### config.mk
export PLATFORM = sky130hd
export DESIGN_NAME = ssrm_top
export DESIGN_NICKNAME = d
export VERILOG_FILES = /design/src/rtl/ssrm_sync.v /design/src/rtl/ssrm_top.v
export VERILOG_INCLUDE_DIRS = /design/src /design/src/rtl
export SDC_FILE = /design/constraint.sdc
export NUM_CORES = 1
export LEC_CHECK = 0
export BUFFER_PORTS_ARGS = -buffer_cell sky130_fd_sc_hd__buf_2
export CORE_UTILIZATION = 57
export CTS_BUF_LIST = sky130_fd_sc_hd__clkbuf_16
export CTS_CLUSTER_SIZE = 14
export DETAILED_ROUTE_END_ITERATION = 7
export GPL_TIMING_DRIVEN = 1
export HOLD_SLACK_MARGIN = 0.02
export MAX_ROUTING_LAYER = met4
export PLACE_DENSITY = 0.89
export SLEW_MARGIN = 15
export SYNTH_ARGS = -nofsm -noshare
export SYNTH_HDL_FRONTEND = slang
export SYNTH_SLANG_ARGS = --single-unit
export TNS_END_PERCENT = 30
### constraint.sdc
create_clock -name clock -period 3.8 [get_ports clock]
set_input_delay 0.57 -clock clock [delete_from_list [all_inputs] [get_ports clock]]
set_output_delay 0.57 -clock clock [all_outputs]
set_load 0.1 [all_outputs]
### src/rtl/ssrm_regs.vh
// constants for the status readback mux
`ifndef SSRM_REGS_VH
`define SSRM_REGS_VH
// status select addresses
`define SSRM_ADDR_FAULT    3'h0
`define SSRM_ADDR_SENSE    3'h1
`define SSRM_ADDR_OCLEVEL  3'h2
`define SSRM_ADDR_TIMING   3'h3
`define SSRM_ADDR_DIRECT   3'h4
`define SSRM_ADDR_DLYWD    3'h5
`define SSRM_ADDR_PINS     3'h6
`define SSRM_ADDR_NULL     3'h7
// fault flag bit positions
`define SSRM_FLT_OT        6
`define SSRM_FLT_OCH       5
`define SSRM_FLT_OCL       4
`define SSRM_FLT_OL        3
`define SSRM_FLT_UV        2
`define SSRM_FLT_OV        1
`define SSRM_FLT_SUM       0
// reset values and word width
`define SSRM_FLT_RESET     7'h00
`define SSRM_ADDR_RESET    3'h7
`define SSRM_WORD_BITS     8
`endif

### src/rtl/ssrm_sync.v
// two flip-flop synchroniser for one level
module ssrm_sync (
   input  wire clock,
   input  wire reset_n,
   input  wire d,
   output reg  q
);
   reg meta_q;

   always @(posedge clock) begin
      if (!reset_n) begin
         meta_q <= 1'b0;
         q      <= 1'b0;
      end else begin
         meta_q <= d;
         q      <= meta_q;
      end
   end
endmodule

### src/rtl/ssrm_top.v
// status readback mux with serial shifter and fault flags
// Function
// - address 000 returns fault flags on D6-D0
// - fault flag bit layout D6 to D0
// - overcurrent and undervoltage flags latch when set
// - summary fault is OR of others, held until a fault read
// - reading fault register clears summary fault
// - fault pin released only by switch-on
// - address 001 returns sense enable, switch-on
// - address 010 returns overcurrent level selections
// - address 011 returns dead-time, timeout, open-load
// - address 100 returns direct-input configuration
// - address 101 returns delay or watchdog setup
// - address 110 returns live pin levels
// - address 111 returns zeros in low bits
// - latch at chip-select rise, byte multiple only
// - later output bits repeat input bits
`include "ssrm_regs.vh"
module ssrm_top (
   input  wire       clock,
   input  wire       reset_n,
   input  wire       sclk,
   input  wire       cs_n,
   input  wire       si,
   output reg        so,
   output reg        so_oe,
   input  wire       ot_cond,
   input  wire       och_cond,
   input  wire       ocl_cond,
   input  wire       ol_cond,
   input  wire       uv_cond,
   input  wire       ov_cond,
   input  wire       current_sense_enable,
   input  wire       switch_on_cmd,
   input  wire       oc_high_level_sel,
   input  wire [2:0] oc_low_level_sel,
   input  wire [1:0] oc_dead_time,
   input  wire       oc_timeout_disable,
   input  wire       open_load_disable,
   input  wire [3:0] direct_input_config,
   input  wire [2:0] output_delay_sel,
   input  wire       watchdog_expired_flag,
   input  wire [1:0] watchdog_period_sel,
   input  wire       direct_in_pin,
   input  wire       failsafe_enable_pin,
   input  wire       wake_pin,
   input  wire       switch_on_event,
   output reg  [7:0] rx_word,
   output reg        rx_valid,
   output reg        fault_indicator_pin_n
);
   ////////////////////////////////////////////////////////////////////////////
   wire sclk_s;
   wire cs_act_s;
   wire cs_n_s;
   wire si_s;
   wire in_s;
   wire fsi_s;
   wire wake_s;

   ssrm_sync u_sclk (.clock(clock), .reset_n(reset_n), .d(sclk),   .q(sclk_s));
   // select synchronised active high, so reset reads as deselected
   ssrm_sync u_cs   (.clock(clock), .reset_n(reset_n), .d(~cs_n),  .q(cs_act_s));
   assign cs_n_s = ~cs_act_s;
   ssrm_sync u_si   (.clock(clock), .reset_n(reset_n), .d(si),     .q(si_s));
   ssrm_sync u_in   (.clock(clock), .reset_n(reset_n), .d(direct_in_pin), .q(in_s));
   ssrm_sync u_fsi  (.clock(clock), .reset_n(reset_n), .d(failsafe_enable_pin), .q(fsi_s));
   ssrm_sync u_wake (.clock(clock), .reset_n(reset_n), .d(wake_pin), .q(wake_s));

   reg sclk_q;
   reg cs_n_q;

   always @(posedge clock) begin
      if (!reset_n) begin
         sclk_q <= 1'b0;
         cs_n_q <= 1'b1;
      end else begin
         sclk_q <= sclk_s;
         cs_n_q <= cs_n_s;
      end
   end

   wire sclk_rise = sclk_s & ~sclk_q;
   wire sclk_fall = ~sclk_s & sclk_q;
   wire cs_fall   = ~cs_n_s & cs_n_q;
   wire cs_rise   = cs_n_s & ~cs_n_q;
   wire active    = ~cs_n_s;

   ////////////////////////////////////////////////////////////////////////////
   // fault flags
   reg  [6:0] flt_q;
   wire [6:1] raw = {ot_cond, och_cond, ocl_cond, ol_cond, uv_cond, ov_cond};
   reg        fault_read;
   wire [6:1] held;
   wire [6:1] flags;

   assign held  = {1'b0, flt_q[`SSRM_FLT_OCH], flt_q[`SSRM_FLT_OCL], 1'b0,
                   flt_q[`SSRM_FLT_UV], 1'b0};
   assign flags = raw | held;

   always @(posedge clock) begin
      if (!reset_n) begin
         flt_q <= `SSRM_FLT_RESET;
      end else begin
         flt_q[6:1] <= flags;
         // read clears summary, new fault wins
         if (|raw)
            flt_q[`SSRM_FLT_SUM] <= 1'b1;
         else if (fault_read)
            flt_q[`SSRM_FLT_SUM] <= 1'b0;
         else
            flt_q[`SSRM_FLT_SUM] <= flt_q[`SSRM_FLT_SUM] | (|flags);
         if (fault_read) begin
            flt_q[`SSRM_FLT_OCH] <= och_cond;
            flt_q[`SSRM_FLT_OCL] <= ocl_cond;
            flt_q[`SSRM_FLT_UV]  <= uv_cond;
         end
      end
   end

   always @(posedge clock) begin
      if (!reset_n)
         fault_indicator_pin_n <= 1'b1;
      else if (|raw)
         fault_indicator_pin_n <= 1'b0;
      else if (switch_on_event)
         fault_indicator_pin_n <= 1'b1;
   end

   ////////////////////////////////////////////////////////////////////////////
   // status word select
   reg  [2:0] addr_q;
   reg        sub_q;
   reg        toggle_q;
   reg  [7:0] status_word;

   always @* begin
      status_word = {toggle_q, addr_q, 4'h0};
      case (addr_q)
         `SSRM_ADDR_FAULT:   status_word[6:0] = {flags, flt_q[`SSRM_FLT_SUM] | (|flags)};
         `SSRM_ADDR_SENSE:   status_word[1:0] = {current_sense_enable, switch_on_cmd};
         `SSRM_ADDR_OCLEVEL: status_word[3:0] = {oc_high_level_sel, oc_low_level_sel};
         `SSRM_ADDR_TIMING:  status_word[3:0] = {open_load_disable, oc_timeout_disable,
                                                 oc_dead_time};
         `SSRM_ADDR_DIRECT:  status_word[3:0] = direct_input_config;
         `SSRM_ADDR_DLYWD: begin
            status_word[7] = sub_q;
            if (sub_q)
               status_word[2:0] = {watchdog_expired_flag, watchdog_period_sel};
            else
               status_word[2:0] = output_delay_sel;
         end
         `SSRM_ADDR_PINS:    status_word[2:0] = {in_s, fsi_s, wake_s};
         default:            status_word[2:0] = 3'h0;
      endcase
   end

   ////////////////////////////////////////////////////////////////////////////
   // serial shifter
   reg [7:0] shift_q;
   reg [2:0] bitcnt_q;
   reg       bytes_q;

   always @(posedge clock) begin
      if (!reset_n) begin
         shift_q    <= 8'h00;
         bitcnt_q   <= 3'h0;
         bytes_q    <= 1'b0;
         so         <= 1'b0;
         so_oe      <= 1'b0;
         addr_q     <= `SSRM_ADDR_RESET;
         sub_q      <= 1'b0;
         toggle_q   <= 1'b0;
         rx_word    <= 8'h00;
         rx_valid   <= 1'b0;
         fault_read <= 1'b0;
      end else begin
         rx_valid   <= 1'b0;
         fault_read <= 1'b0;
         if (cs_fall) begin
            shift_q  <= status_word;
            so       <= status_word[7];
            so_oe    <= 1'b1;
            bitcnt_q <= 3'h0;
            bytes_q  <= 1'b0;
         end else if (active && sclk_rise) begin
            shift_q  <= {shift_q[6:0], si_s};
            bitcnt_q <= bitcnt_q + 3'h1;
            if (bitcnt_q == 3'h7)
               bytes_q <= 1'b1;
         end else if (active && sclk_fall) begin
            so <= shift_q[7];
         end else if (cs_rise) begin
            so_oe <= 1'b0;
            if (bytes_q && bitcnt_q == 3'h0) begin
               rx_word    <= shift_q;
               rx_valid   <= 1'b1;
               toggle_q   <= shift_q[7];
               fault_read <= (addr_q == `SSRM_ADDR_FAULT);
               if (shift_q[6:4] == 3'h0) begin
                  addr_q <= shift_q[2:0];
                  sub_q  <= shift_q[7];
               end
            end
         end
      end
   end
endmodule

Yosys cells after proc, flatten, opt, wreduce, memory -nomap -nowiden
Cells that the tools add are included.
W data, S select, Z words.
{"block": "classes", "muxes": 22, "n_reduce_logical": 20, "eq_ne": 9, "bitwise": 17, "add_sub_neg": 1}
{"op": "$reduce_or A6 Y1", "count": 3}
{"op": "$mux W8", "count": 2}
{"op": "$mux W1", "count": 14}
{"op": "$pmux W2 S7", "count": 1}
{"op": "$eq A3 B3 Y1 const B", "count": 4}
{"op": "$not A1 Y1", "count": 11}
{"op": "$logic_not A3 Y1", "count": 3}
{"op": "$reduce_bool A2 Y1", "count": 4}
{"op": "$eq A3 B2 Y1 const B", "count": 2}
{"op": "$mux W3", "count": 2}
{"op": "$or A6 B5 Y6", "count": 1}
{"op": "$pmux W1 S6", "count": 1}
{"op": "$reduce_and A6 Y1", "count": 1}
{"op": "$reduce_and A5 Y1", "count": 1}
{"op": "$reduce_or A5 Y1", "count": 1}
{"op": "$and A1 B1 Y1", "count": 4}
{"op": "$ne A2 B2 Y1 const B", "count": 2}
{"op": "$pmux W1 S4", "count": 1}
{"op": "$reduce_and A2 Y1", "count": 2}
{"op": "$add A3 B1 Y3 const B", "count": 1}
{"op": "$eq A3 B1 Y1 const B", "count": 1}
{"op": "$logic_and A1 B1 Y1", "count": 3}
{"op": "$reduce_and A3 Y1", "count": 1}
{"op": "$mux W2", "count": 1}
{"op": "2 further kinds", "count": 2}
{"block": "word_totals", "output_inout_bits": 12, "regBits": 50, "word_cells": 96}

Longest topological paths before layout
Gate-level depths: netlist of run 1.
{"block": "logic_depth", "depth_word": 6, "ltp_mapped": 7, "mapped_depth_nobuf": 6}

Hierarchy
A second synthesis of run 1 with hierarchy kept.
{"block": "hier_totals", "cells_unflattened": 219, "hier_area_um2": 2049.5}
{"module": "ssrm_top", "n_inst": 1, "cells_per_inst": 195, "area_each_um2": 1734.2}
{"module": "ssrm_sync", "n_inst": 6, "cells_per_inst": 4, "area_each_um2": 52.6}

Least setup slack after synthesis of run 1
Ideal clock, no wire load.
{"block": "synth_timing", "kind": "reg-to-reg", "start": "reg u_cs.q", "end": "reg addr_q[0]", "synth_period_minus_slack_ns": 1.622, "setup_time_ns": 0.126, "t_required_ns": 3.674, "t_arrival_ns": 1.496, "stages_incl_launch_ff": 8, "slack_ns": 2.178, "path_cell_list": "dfxtp_1 -> inv_1 -> ha_1 -> nand4b_4 -> or4_4 -> buf_6 -> mux2i_1 -> nand2_1"}
{"block": "synth_between", "elab_chain_len": 3}
{"item": "start, declared", "line": "ssrm_sync.v:6", "source": "output reg q"}
{"item": "start signal, assigned", "line": "ssrm_sync.v:16", "source": "q <= meta_q;"}
{"item": "$not A1 Y1", "line": "ssrm_top.v:64", "source": "assign cs_n_s = ~cs_act_s;"}
{"item": "net cs_n_s", "line": "ssrm_top.v:55", "source": "wire cs_n_s;"}
{"item": "$and A1 B1 Y1", "line": "ssrm_top.v:86", "source": "wire cs_rise = cs_n_s & ~cs_n_q;"}
{"item": "$reduce_and A6 Y1 (no source line)"}
{"item": "end signal, assigned", "line": "ssrm_top.v:171", "source": "addr_q <= `SSRM_ADDR_RESET;"}
{"item": "end signal, assigned", "line": "ssrm_top.v:201", "source": "addr_q <= shift_q[2:0];"}
{"item": "end, declared", "line": "ssrm_top.v:132", "source": "reg [2:0] addr_q;"}
The timed path passes the listed nets, and every way through them passes these cells.
A chain may end at the register's enable or synchronous reset.

Worst setup path in the final report of run 1
{"block": "layout_timing", "start": "reg u_cs.q", "end": "reg fault_read"}
{"item": "$and A1 B1 Y1", "line": "ssrm_top.v:85", "source": "wire cs_fall = ~cs_n_s & cs_n_q;"}
{"item": "net cs_fall", "line": "ssrm_top.v:85"}
{"item": "$reduce_or A6 Y1 (no source line)"}
{"item": "end signal, assigned", "line": "ssrm_top.v:199", "source": "fault_read <= (addr_q == `SSRM_ADDR_FAULT);"}
{"item": "end, declared", "line": "ssrm_top.v:93", "source": "reg fault_read;"}
The timed path passes the listed nets, and every way through them passes these cells.

==> flow_summary.yaml, run 1 <==
run_status:
  status: "finished clean"
clocking:
  cts_buffer_depth: 2
  cts.repair.resized: 0
  clk_latency_ns: 0.29
  clkTransAtPathRegs_ns: 0.06
  cts_max_level: 2
  numCtsBuffers: 5
  postCtsSetupBuffers: 0
  cts_hold_buf: 0
  root_buffer: "clkbuf_16"
  clkSinkCount: 47
  cts_tree: "yes"
critical_path:
  cp.arrival_ns: 2.06
  crit_type: "flop to flop"
  reg2reg_from: "u_cs.q"
  critPathMaxFanout: 12
  cp-end-kind: "flop"
  reg2reg_to: "fault_read"
  critPathLaunchType: "flop"
  r2r_setup_slack_ns: 1.97
  cp.required_ns: 4.03
  r2r_cells: 5
yosys:
  syn_inst: 233
  yosys-top-cells-area: "dfxtp_1 45%, mux2i_1 8.7%, nand2_1 6.7%"
  synth_top_area_share_pct: 45.3
  ys_ff_latch: 47
  synth-edff-count: 0
  avgSynthCellArea_um2: 8.91
  yosysSeqAreaShare_pct: 45.3
  async_reset_ff_share_pct: 0
  ys_warn_count: 0
  ys.flop_type: "dfxtp_1"
  synth.distinct_cells: 35
  netlist_area_um2: 2080
  synth_most_common_cell: "dfxtp_1"
  synth_common_cells: "47 x dfxtp_1, 37 x nand2_1, 20 x a21oi_1"
  syn_nets: 274
  yosysTopAreaCell: "dfxtp_1"
timing:
  hold_viol: 0
  maxClockFrequency_mhz: 545
  setup_tns_ns: 0
  fin_skew_ns: 0.00277
  slew_headroom_pct: 51.9
  worstMarginPinSlew_ns: 0.721
  rsz0062_at_grt: "no"
  slew_violations: 0
  fin_crit_ns: 1.83
  finalSetupViolCount: 0
  fin_crit_sh_pct: 48.3
  layout_setup_ws_ns: 1.97
global_routing:
  grt_pass1_vias: 1658
  grt_overflow: 0
  grt_max_degree: 25
  antenna_found_initial: 0
  grtUsageTotal_pct: 25.7
  grt_pass1_wl_mm: 7.41
pwr:
  ir_drop_v: 0.000287
  sequentialPowerShare_pct: 52.1
  leakagePower_nw: 1.13
  power.density_nw_per_um2: 411
  power_frac_comb_pct: 6.5
  switching_share_pct: 22.1
  pwr-share-clk_pct: 41.4
  internal-power_uw: 771
  p_sw_uw: 219
routing:
  drt-initial-drc-count: 91
  via_count: 1721
  drc: 0
  drt_first_pass_iters: 4
  wire_per_inst_um: 13.7
  drt-total-wl_mm: 4.35
  ant_nets: 0
  viasPerCell: 5.41
layout:
  multi_input_comb_area_um2: 1010
  fin_util_pct: 70.5
  drive_above_1_share_pct: 20.6
  fillCellCount: 300
  syn2layout_area_growth_pct: 16.0
  antenna_cells: 0
  regArea_um2: 941
  layout.nets: 313
worst_hold_path:
  min_from: "u_sclk.meta_q"
  min_path_type: "flop to flop"
  whs_endpoint: "u_sclk.q"
  hold_path_depth: 1
floorplanning:
  initial_core_util_pct: 60.8
  io_pins: 47
  std_cell_rows: 21
  die_w_um: 62.4
  die_h_um: 62.4
  core_area_um2: 3420
  die_area_um2: 3890
placed_design:
  gp_congestion: 0.817
  dp_hpwl_mm: 3.12
  place_ws_ns: 1.92
  port_buffers: 46
flow_run:
  max-cap-violations: 0
## layer usage
metal / vias up / track usage, % / wire [um]
met3: 11 / 5.88 / 264
met4: 0 / 13.7 / 110
met2: 60 / 40.4 / 2030
li1: 872 / - / -
met1: 778 / 30.6 / 1950
met5: - / - / 0
## final cells by class
| class | instances | area share, % |
|---|---|---|
| clock inverter | 2 | 0.364 |
| clock buffer | 5 | 5.19 |
| sequential | 47 | 39.1 |
| multi-input combinational | 162 | 41.9 |
| tap | 46 | 2.39 |
| inverter | 10 | 1.56 |
| timing repair buffer | 46 | 9.56 |
## critical path, cell delays in order, from the launching register on
cell and delay, ns:
dfxtp_1 0.35, ha_1 0.29, inv_1 0.29, nand2_1 0.25, nor4_1 0.38, and3b_1 0.21
## sequential cells by signal (all words and copies together) (netlist names), 3 cells and up
register  flops
rx_word       8
shift_q       8
flt_q         4
addr_q        3
bitcnt_q      3
## kinds of logic after synthesis
logic type	Yosys count	synth area share, %
adder cells (fa/ha/maj)	6	3.61
AND/OR/NAND/NOR	92	22.2
multiplexers	20	9.76
AO/OA/AOI/OAI	44	13.0
buffers and inverters	24	6.14
flip-flops	47	45.3
## layout by cell type (no fill, tap or decap), types with 6 or more instances in the layout
master,netlist,routed
inv_1,9,9
a21oi_1,20,20
mux2i_1,18,18
and2_1,12,12
ha_1,6,6
dfxtp_1,47,47
buf_2,3,46
nor2_1,18,18
o21ai_0,7,7
nand2_1,37,37
## power by group through the flow
stage	Sequential, mW	Combinational, mW	Clock [mW]
detailed placement	0.526	0.0642	0
CTS	0.516	0.0647	0.412
global route	0.517	0.0712	0.440
global placement	0.525	0.0623	0
finish	0.516	0.0644	0.409
floorplan	0.533	0.0289	0
## per-stage QoR
step / instances / total power, mW / cell area, um^2 / hold WS, ns
after global placement: 311 / 0.588 / 2270 / 0.414
final: 318 / 0.989 / 2410 / 0.434
after detailed placement: 311 / 0.591 / 2270 / 0.423
after global routing: 318 / 1.03 / 2410 / 0.444
after floorplan: 233 / 0.562 / 2080 / 0.412
after CTS: 318 / 0.992 / 2410 / 0.437
## how the worst max path moves through the flow
stage	start	endpoint	slack, ns	depth (start not counted)
after floorplan	u_cs.q	addr_q[0]	2.18	7
after global placement	reset_n	shift_q[6]	1.97	3
after detailed placement	reset_n	shift_q[6]	1.92	3
after CTS	u_cs.q	fault_read	1.95	5
after global routing	u_cs.q	fault_read	1.80	5
final	u_cs.q	fault_read	1.97	5
Power figures use the tool's default switching activity.
==> run 2, diff against run 1 <==
CORE_UTILIZATION = 53   (was 57)
PLACE_DENSITY = 0.83   (was 0.89)
clock period = 1.8 ns   (was 3.8 ns; I/O delays follow)
==> flow_summary.yaml, run 2 (same netlist as run 1, synthesis figures left out) <==
floorplanning:
  initial_core_util_pct: 55.9
  die_w_um: 64.6
  die_h_um: 64.6
  core_area_um2: 3720
  std_cell_rows: 22
  io_pins: 47
  die_area_um2: 4170
layout:
  largestRegisters: "rx_word: 8 flops, shift_q: 8 flops, flt_q: 4 flops"
  antenna_cells: 0
  layout.nets: 324
  final_common_cell: "dfxtp_1"
  drive_above_1_share_pct: 23.6
  design_area_um2: 2500
  fillCellCount: 327
  fin_util_pct: 67.3
  final_cell_mix: "47 x dfxtp_1, 46 x buf_2, 37 x nand2_1"
  syn2layout_area_growth_pct: 20.4
global_routing:
  antenna_found_initial: 0
  grt_max_degree: 20
  grt_overflow: 0
  grt_pass1_wl_mm: 7.58
  grtUsageTotal_pct: 24.6
  grt_pass1_vias: 1657
placed_design:
  port_buffers: 46
  placed_area_um2: 2360
  dp_hpwl_mm: 3.30
  gp_congestion: 0.915
clocking:
  cts_buffer_depth: 2
  postCtsSetupBuffers: 0
  cts_hold_buf: 0
  numCtsBuffers: 5
  root_buffer: "clkbuf_16"
  cts.repair.resized: 0
  clk_latency_ns: 0.29
  cts_max_level: 2
  clkTransAtPathRegs_ns: 0.06
  clkSinkCount: 47
  cts_tree: "yes"
routing:
  drt_first_pass_iters: 4
  via_count: 1749
  viasPerCell: 5.27
  wire_per_inst_um: 13.0
  drc: 0
  drt-initial-drc-count: 118
  ant_nets: 0
  drt-total-wl_mm: 4.33
flow_run:
  max-cap-violations: 0
critical_path:
  critPathMaxFanout: 6
  r2r_setup_slack_ns: 0.21
  cp.arrival_ns: 1.77
  cp.required_ns: 1.97
  critPathLaunchType: "flop"
  cp-end-kind: "flop"
  crit_type: "flop to flop"
timing:
  fin_skew_ns: 0.00391
  maxClockFrequency_mhz: 627
  setup_tns_ns: 0
  worstMarginPinSlew_ns: 0.484
  fin_crit_ns: 1.59
  slew_headroom_pct: 68.0
  slew_violations: 0
  rsz0062_at_grt: "no"
  fin_crit_sh_pct: 88.6
  hold_viol: 0
  finalSetupViolCount: 0
pwr:
  power_mw: 2.11
  ir_drop_v: 0.000730
  power.density_nw_per_um2: 843
  leakagePower_nw: 1.18
worst_hold_path:
  min_path_type: "primary input to flop"
run_status:
  status: "finished clean"
run 2: changes by cell type in the layout (fill, tap and decap cells not counted):
cell	previous run	this run
buf_4	0	11
clkinv_2	1	0
clkinv_1	2	3
clkinvlp_4	0	1
run 2: layout make-up:
class / count / area, um^2 / share of cell area [%]
clock buffer: 5 / 125 / 5.01
clock inverter: 3 / 15.0 / 0.601
inverter: 10 / 37.5 / 1.50
multi-input combinational: 162 / 1010 / 40.3
sequential: 47 / 941 / 37.6
tap: 48 / 60.1 / 2.40
timing repair buffer: 57 / 313 / 12.5
run 2: critical path: stages, from the launching register on:
cell	delay, ns
dfxtp_1	0.35
inv_1	0.09
ha_1	0.21
nand4b_4	0.12
or4_4	0.48
mux2i_1	0.17
nand2_1	0.07
run 2: final timing paths:
kind                             startpoint          end  cells past startpoint
worst max register to register       u_cs.q    addr_q[0]                      6
worst min register to register  u_si.meta_q       u_si.q                      1
worst min-delay path                   cs_n  u_cs.meta_q                      2
worst max-delay path                 u_cs.q    addr_q[0]                      6
run 2: through the flow:
stage	setup WS [ns]	hold WS (ns)	instances
5_1_grt	0.113	0.127	332
2_1_floorplan	0.178	0.337	233
6_report	0.206	0.131	332
3_5_place_dp	0.223	0.421	324
4_1_cts	0.210	0.128	332
3_3_place_gp	0.260	0.415	324
run 2: metal layers:
layer / vias up / routed length (um) / global-route usage, %
li1: 895 / - / -
met1: 802 / 2030 / 29.7
met2: 47 / 2030 / 39.7
met3: 5 / 215 / 6.87
met4: 0 / 57 / 7.50
met5: - / 0 / -
run 2: where the power goes:
group / leakage (nW) / switching (mW) / total [mW] / internal, mW
registers: 0.384 / 0.0181 / 1.09 / 1.07
logic: 0.730 / 0.0790 / 0.143 / 0.0644
clock network: 0.0649 / 0.371 / 0.875 / 0.504
==> run 3, diff against run 2 <==
ABC_AREA = 1   (was unset)
==> flow_summary.yaml, run 3 <==
floorplanning:
  initial_core_util_pct: 57.2
  die_w_um: 66.0
  io_pins: 47
  die_h_um: 66.0
  std_cell_rows: 22
  core_area_um2: 3800
  die_area_um2: 4360
critical_path:
  cp-end-kind: "flop"
  reg2reg_to: "shift_q[3]"
  crit_type: "flop to flop"
  r2r_cells: 8
  r2r_setup_slack_ns: 0.23
  critPathLaunchType: "flop"
  critPathMaxFanout: 7
  cp.required_ns: 1.97
  cp.arrival_ns: 1.74
  reg2reg_from: "u_cs.q"
  startpoint: "u_cs.q"
routing:
  dr_wl_met2_mm: 2.20
  drt-total-wl_mm: 4.74
  drt-initial-drc-count: 96
  viasPerCell: 5.03
  drc: 0
  via_count: 1938
  routed.top_layer: "met4"
  wl_met3_um: 334
  wl_met1_mm: 2.15
  drt_first_pass_iters: 4
  wire_per_inst_um: 12.3
  ant_nets: 0
pwr:
  power.density_nw_per_um2: 814
  internal-power_mw: 1.62
  pwr-share-clk_pct: 40.5
  leakagePower_nw: 1.31
  power_frac_comb_pct: 7.3
  p_sw_uw: 448
  ir_drop_v: 0.000570
  switching_share_pct: 21.6
  sequentialPowerShare_pct: 52.2
layout:
  design_area_um2: 2540
  drive_above_1_share_pct: 23.4
  fin_util_pct: 67.0
  final_cell_mix: "63 x nand2_1, 47 x dfxtp_1, 46 x buf_2"
  final_common_cell: "nand2_1"
  multi_input_comb_area_um2: 970
  syn2layout_area_growth_pct: 17.1
  layout.nets: 378
  largestRegisters: "rx_word: 8 flops, shift_q: 8 flops, flt_q: 4 flops"
  regArea_um2: 941
  fillCellCount: 318
  antenna_cells: 0
worst_hold_path:
  whs_endpoint: "u_cs.meta_q"
  min_from: "cs_n"
  hold_path_depth: 2
  min_path_type: "primary input to flop"
timing:
  rsz0062_at_grt: "no"
  worstMarginPinSlew_ns: 0.557
  finalSetupViolCount: 0
  setup_tns_ns: 0
  fin_skew_ns: 0.00278
  slew_violations: 0
  fin_crit_sh_pct: 87.5
  maxClockFrequency_mhz: 635
  fin_crit_ns: 1.57
  hold_viol: 0
  slew_headroom_pct: 62.8
placed_design:
  placed_area_um2: 2410
  gp_congestion: 0.918
  dp_hpwl_mm: 3.43
  port_buffers: 46
global_routing:
  grt_pass1_vias: 1755
  grt_overflow: 0
  antenna_found_initial: 0
  grt_max_degree: 32
  grt_pass1_wl_mm: 7.74
  grtUsageTotal_pct: 24.0
clocking:
  clk_latency_ns: 0.28
  numCtsBuffers: 5
  cts_buffer_depth: 2
  clkSinkCount: 47
  cts_max_level: 2
  cts.repair.resized: 0
  clkTransAtPathRegs_ns: 0.06
  postCtsSetupBuffers: 0
  cts_tree: "yes"
  root_buffer: "clkbuf_16"
  cts_hold_buf: 0
yosys:
  ys_warn_count: 0
  syn_inst: 291
  ys_ff_latch: 47
  synth-edff-count: 0
  synth.distinct_cells: 32
  synth_top_area_share_pct: 43.3
  synth_most_common_cell: "nand2_1"
  netlist_area_um2: 2170
  async_reset_ff_share_pct: 0
  yosysTopAreaCell: "dfxtp_1"
  ys.flop_type: "dfxtp_1"
  yosys-top-cells-area: "dfxtp_1 43%, nand2_1 11%, inv_1 6.6%"
  syn_nets: 332
  synth_common_cells: "63 x nand2_1, 47 x dfxtp_1, 38 x inv_1"
  yosysSeqAreaShare_pct: 43.3
  avgSynthCellArea_um2: 7.46
flow_run:
  max-cap-violations: 0
run_status:
  status: "finished clean"
-- run 3: power groups by stage --
| stage | Clock, mW | Sequential (mW) | Combinational (mW) |
|---|---|---|---|
| floorplan | 0 | 1.12 | 0.0695 |
| detailed placement | 0 | 1.10 | 0.150 |
| global placement | 0 | 1.10 | 0.147 |
| global route | 0.897 | 1.08 | 0.168 |
| finish | 0.840 | 1.08 | 0.151 |
| CTS | 0.851 | 1.08 | 0.151 |
-- run 3: logic make-up (layout without fill, tap and decap cells) --
logic type,Yosys count,in the layout,synth area share (%)
flip-flops,47,47,43.3
AND/OR/NAND/NOR,125,125,27.4
adder cells (fa/ha/maj),6,6,3.46
buffers and inverters,59,105,12.0
AO/OA/AOI/OAI,54,54,13.8
-- run 3: worst max-delay path, stage by stage (launching register included) --
cell and delay, ns:
dfxtp_1 0.44, ha_1 0.35, inv_2 0.11, nand2_2 0.15
inv_2 0.06, nand2_1 0.05, o21ai_1 0.07, a21oi_1 0.16
nor2_1 0.06
-- run 3: how the worst max path moves through the flow --
stage | slack (ns) | endpoint | depth (start not counted)
final | 0.23 | shift_q[3] | 8
after global routing | 0.08 | sub_q | 7
after CTS | 0.20 | shift_q[3] | 8
after detailed placement | 0.26 | sub_q | 7
after global placement | 0.32 | sub_q | 7
after floorplan | 0.48 | rx_word[0] | 2
-- run 3: routing by layer --
metal | vias to the layer above | GRT usage [%]
li1 | 1010 | -
met1 | 848 | 30.5
met2 | 75 | 39.0
met3 | 5 | 4.66
met4 | 0 | 6.38
met5 | - | -
-- run 3: through the flow --
step	cells	hold WS (ns)	setup WS (ns)	power [mW]
2_1_floorplan	291	0.342	0.484	1.19
3_3_place_gp	378	0.393	0.321	1.25
3_5_place_dp	378	0.402	0.264	1.25
4_1_cts	385	0.137	0.200	2.08
5_1_grt	385	0.143	0.0811	2.15
6_report	385	0.137	0.225	2.07
-- run 3: layout make-up --
type	instances	share of cell area [%]
multi-input combinational	185	38.1
sequential	47	37.0
clock buffer	5	4.92
tap	48	2.36
inverter	49	7.33
clock inverter	2	0.344
timing repair buffer	49	9.94
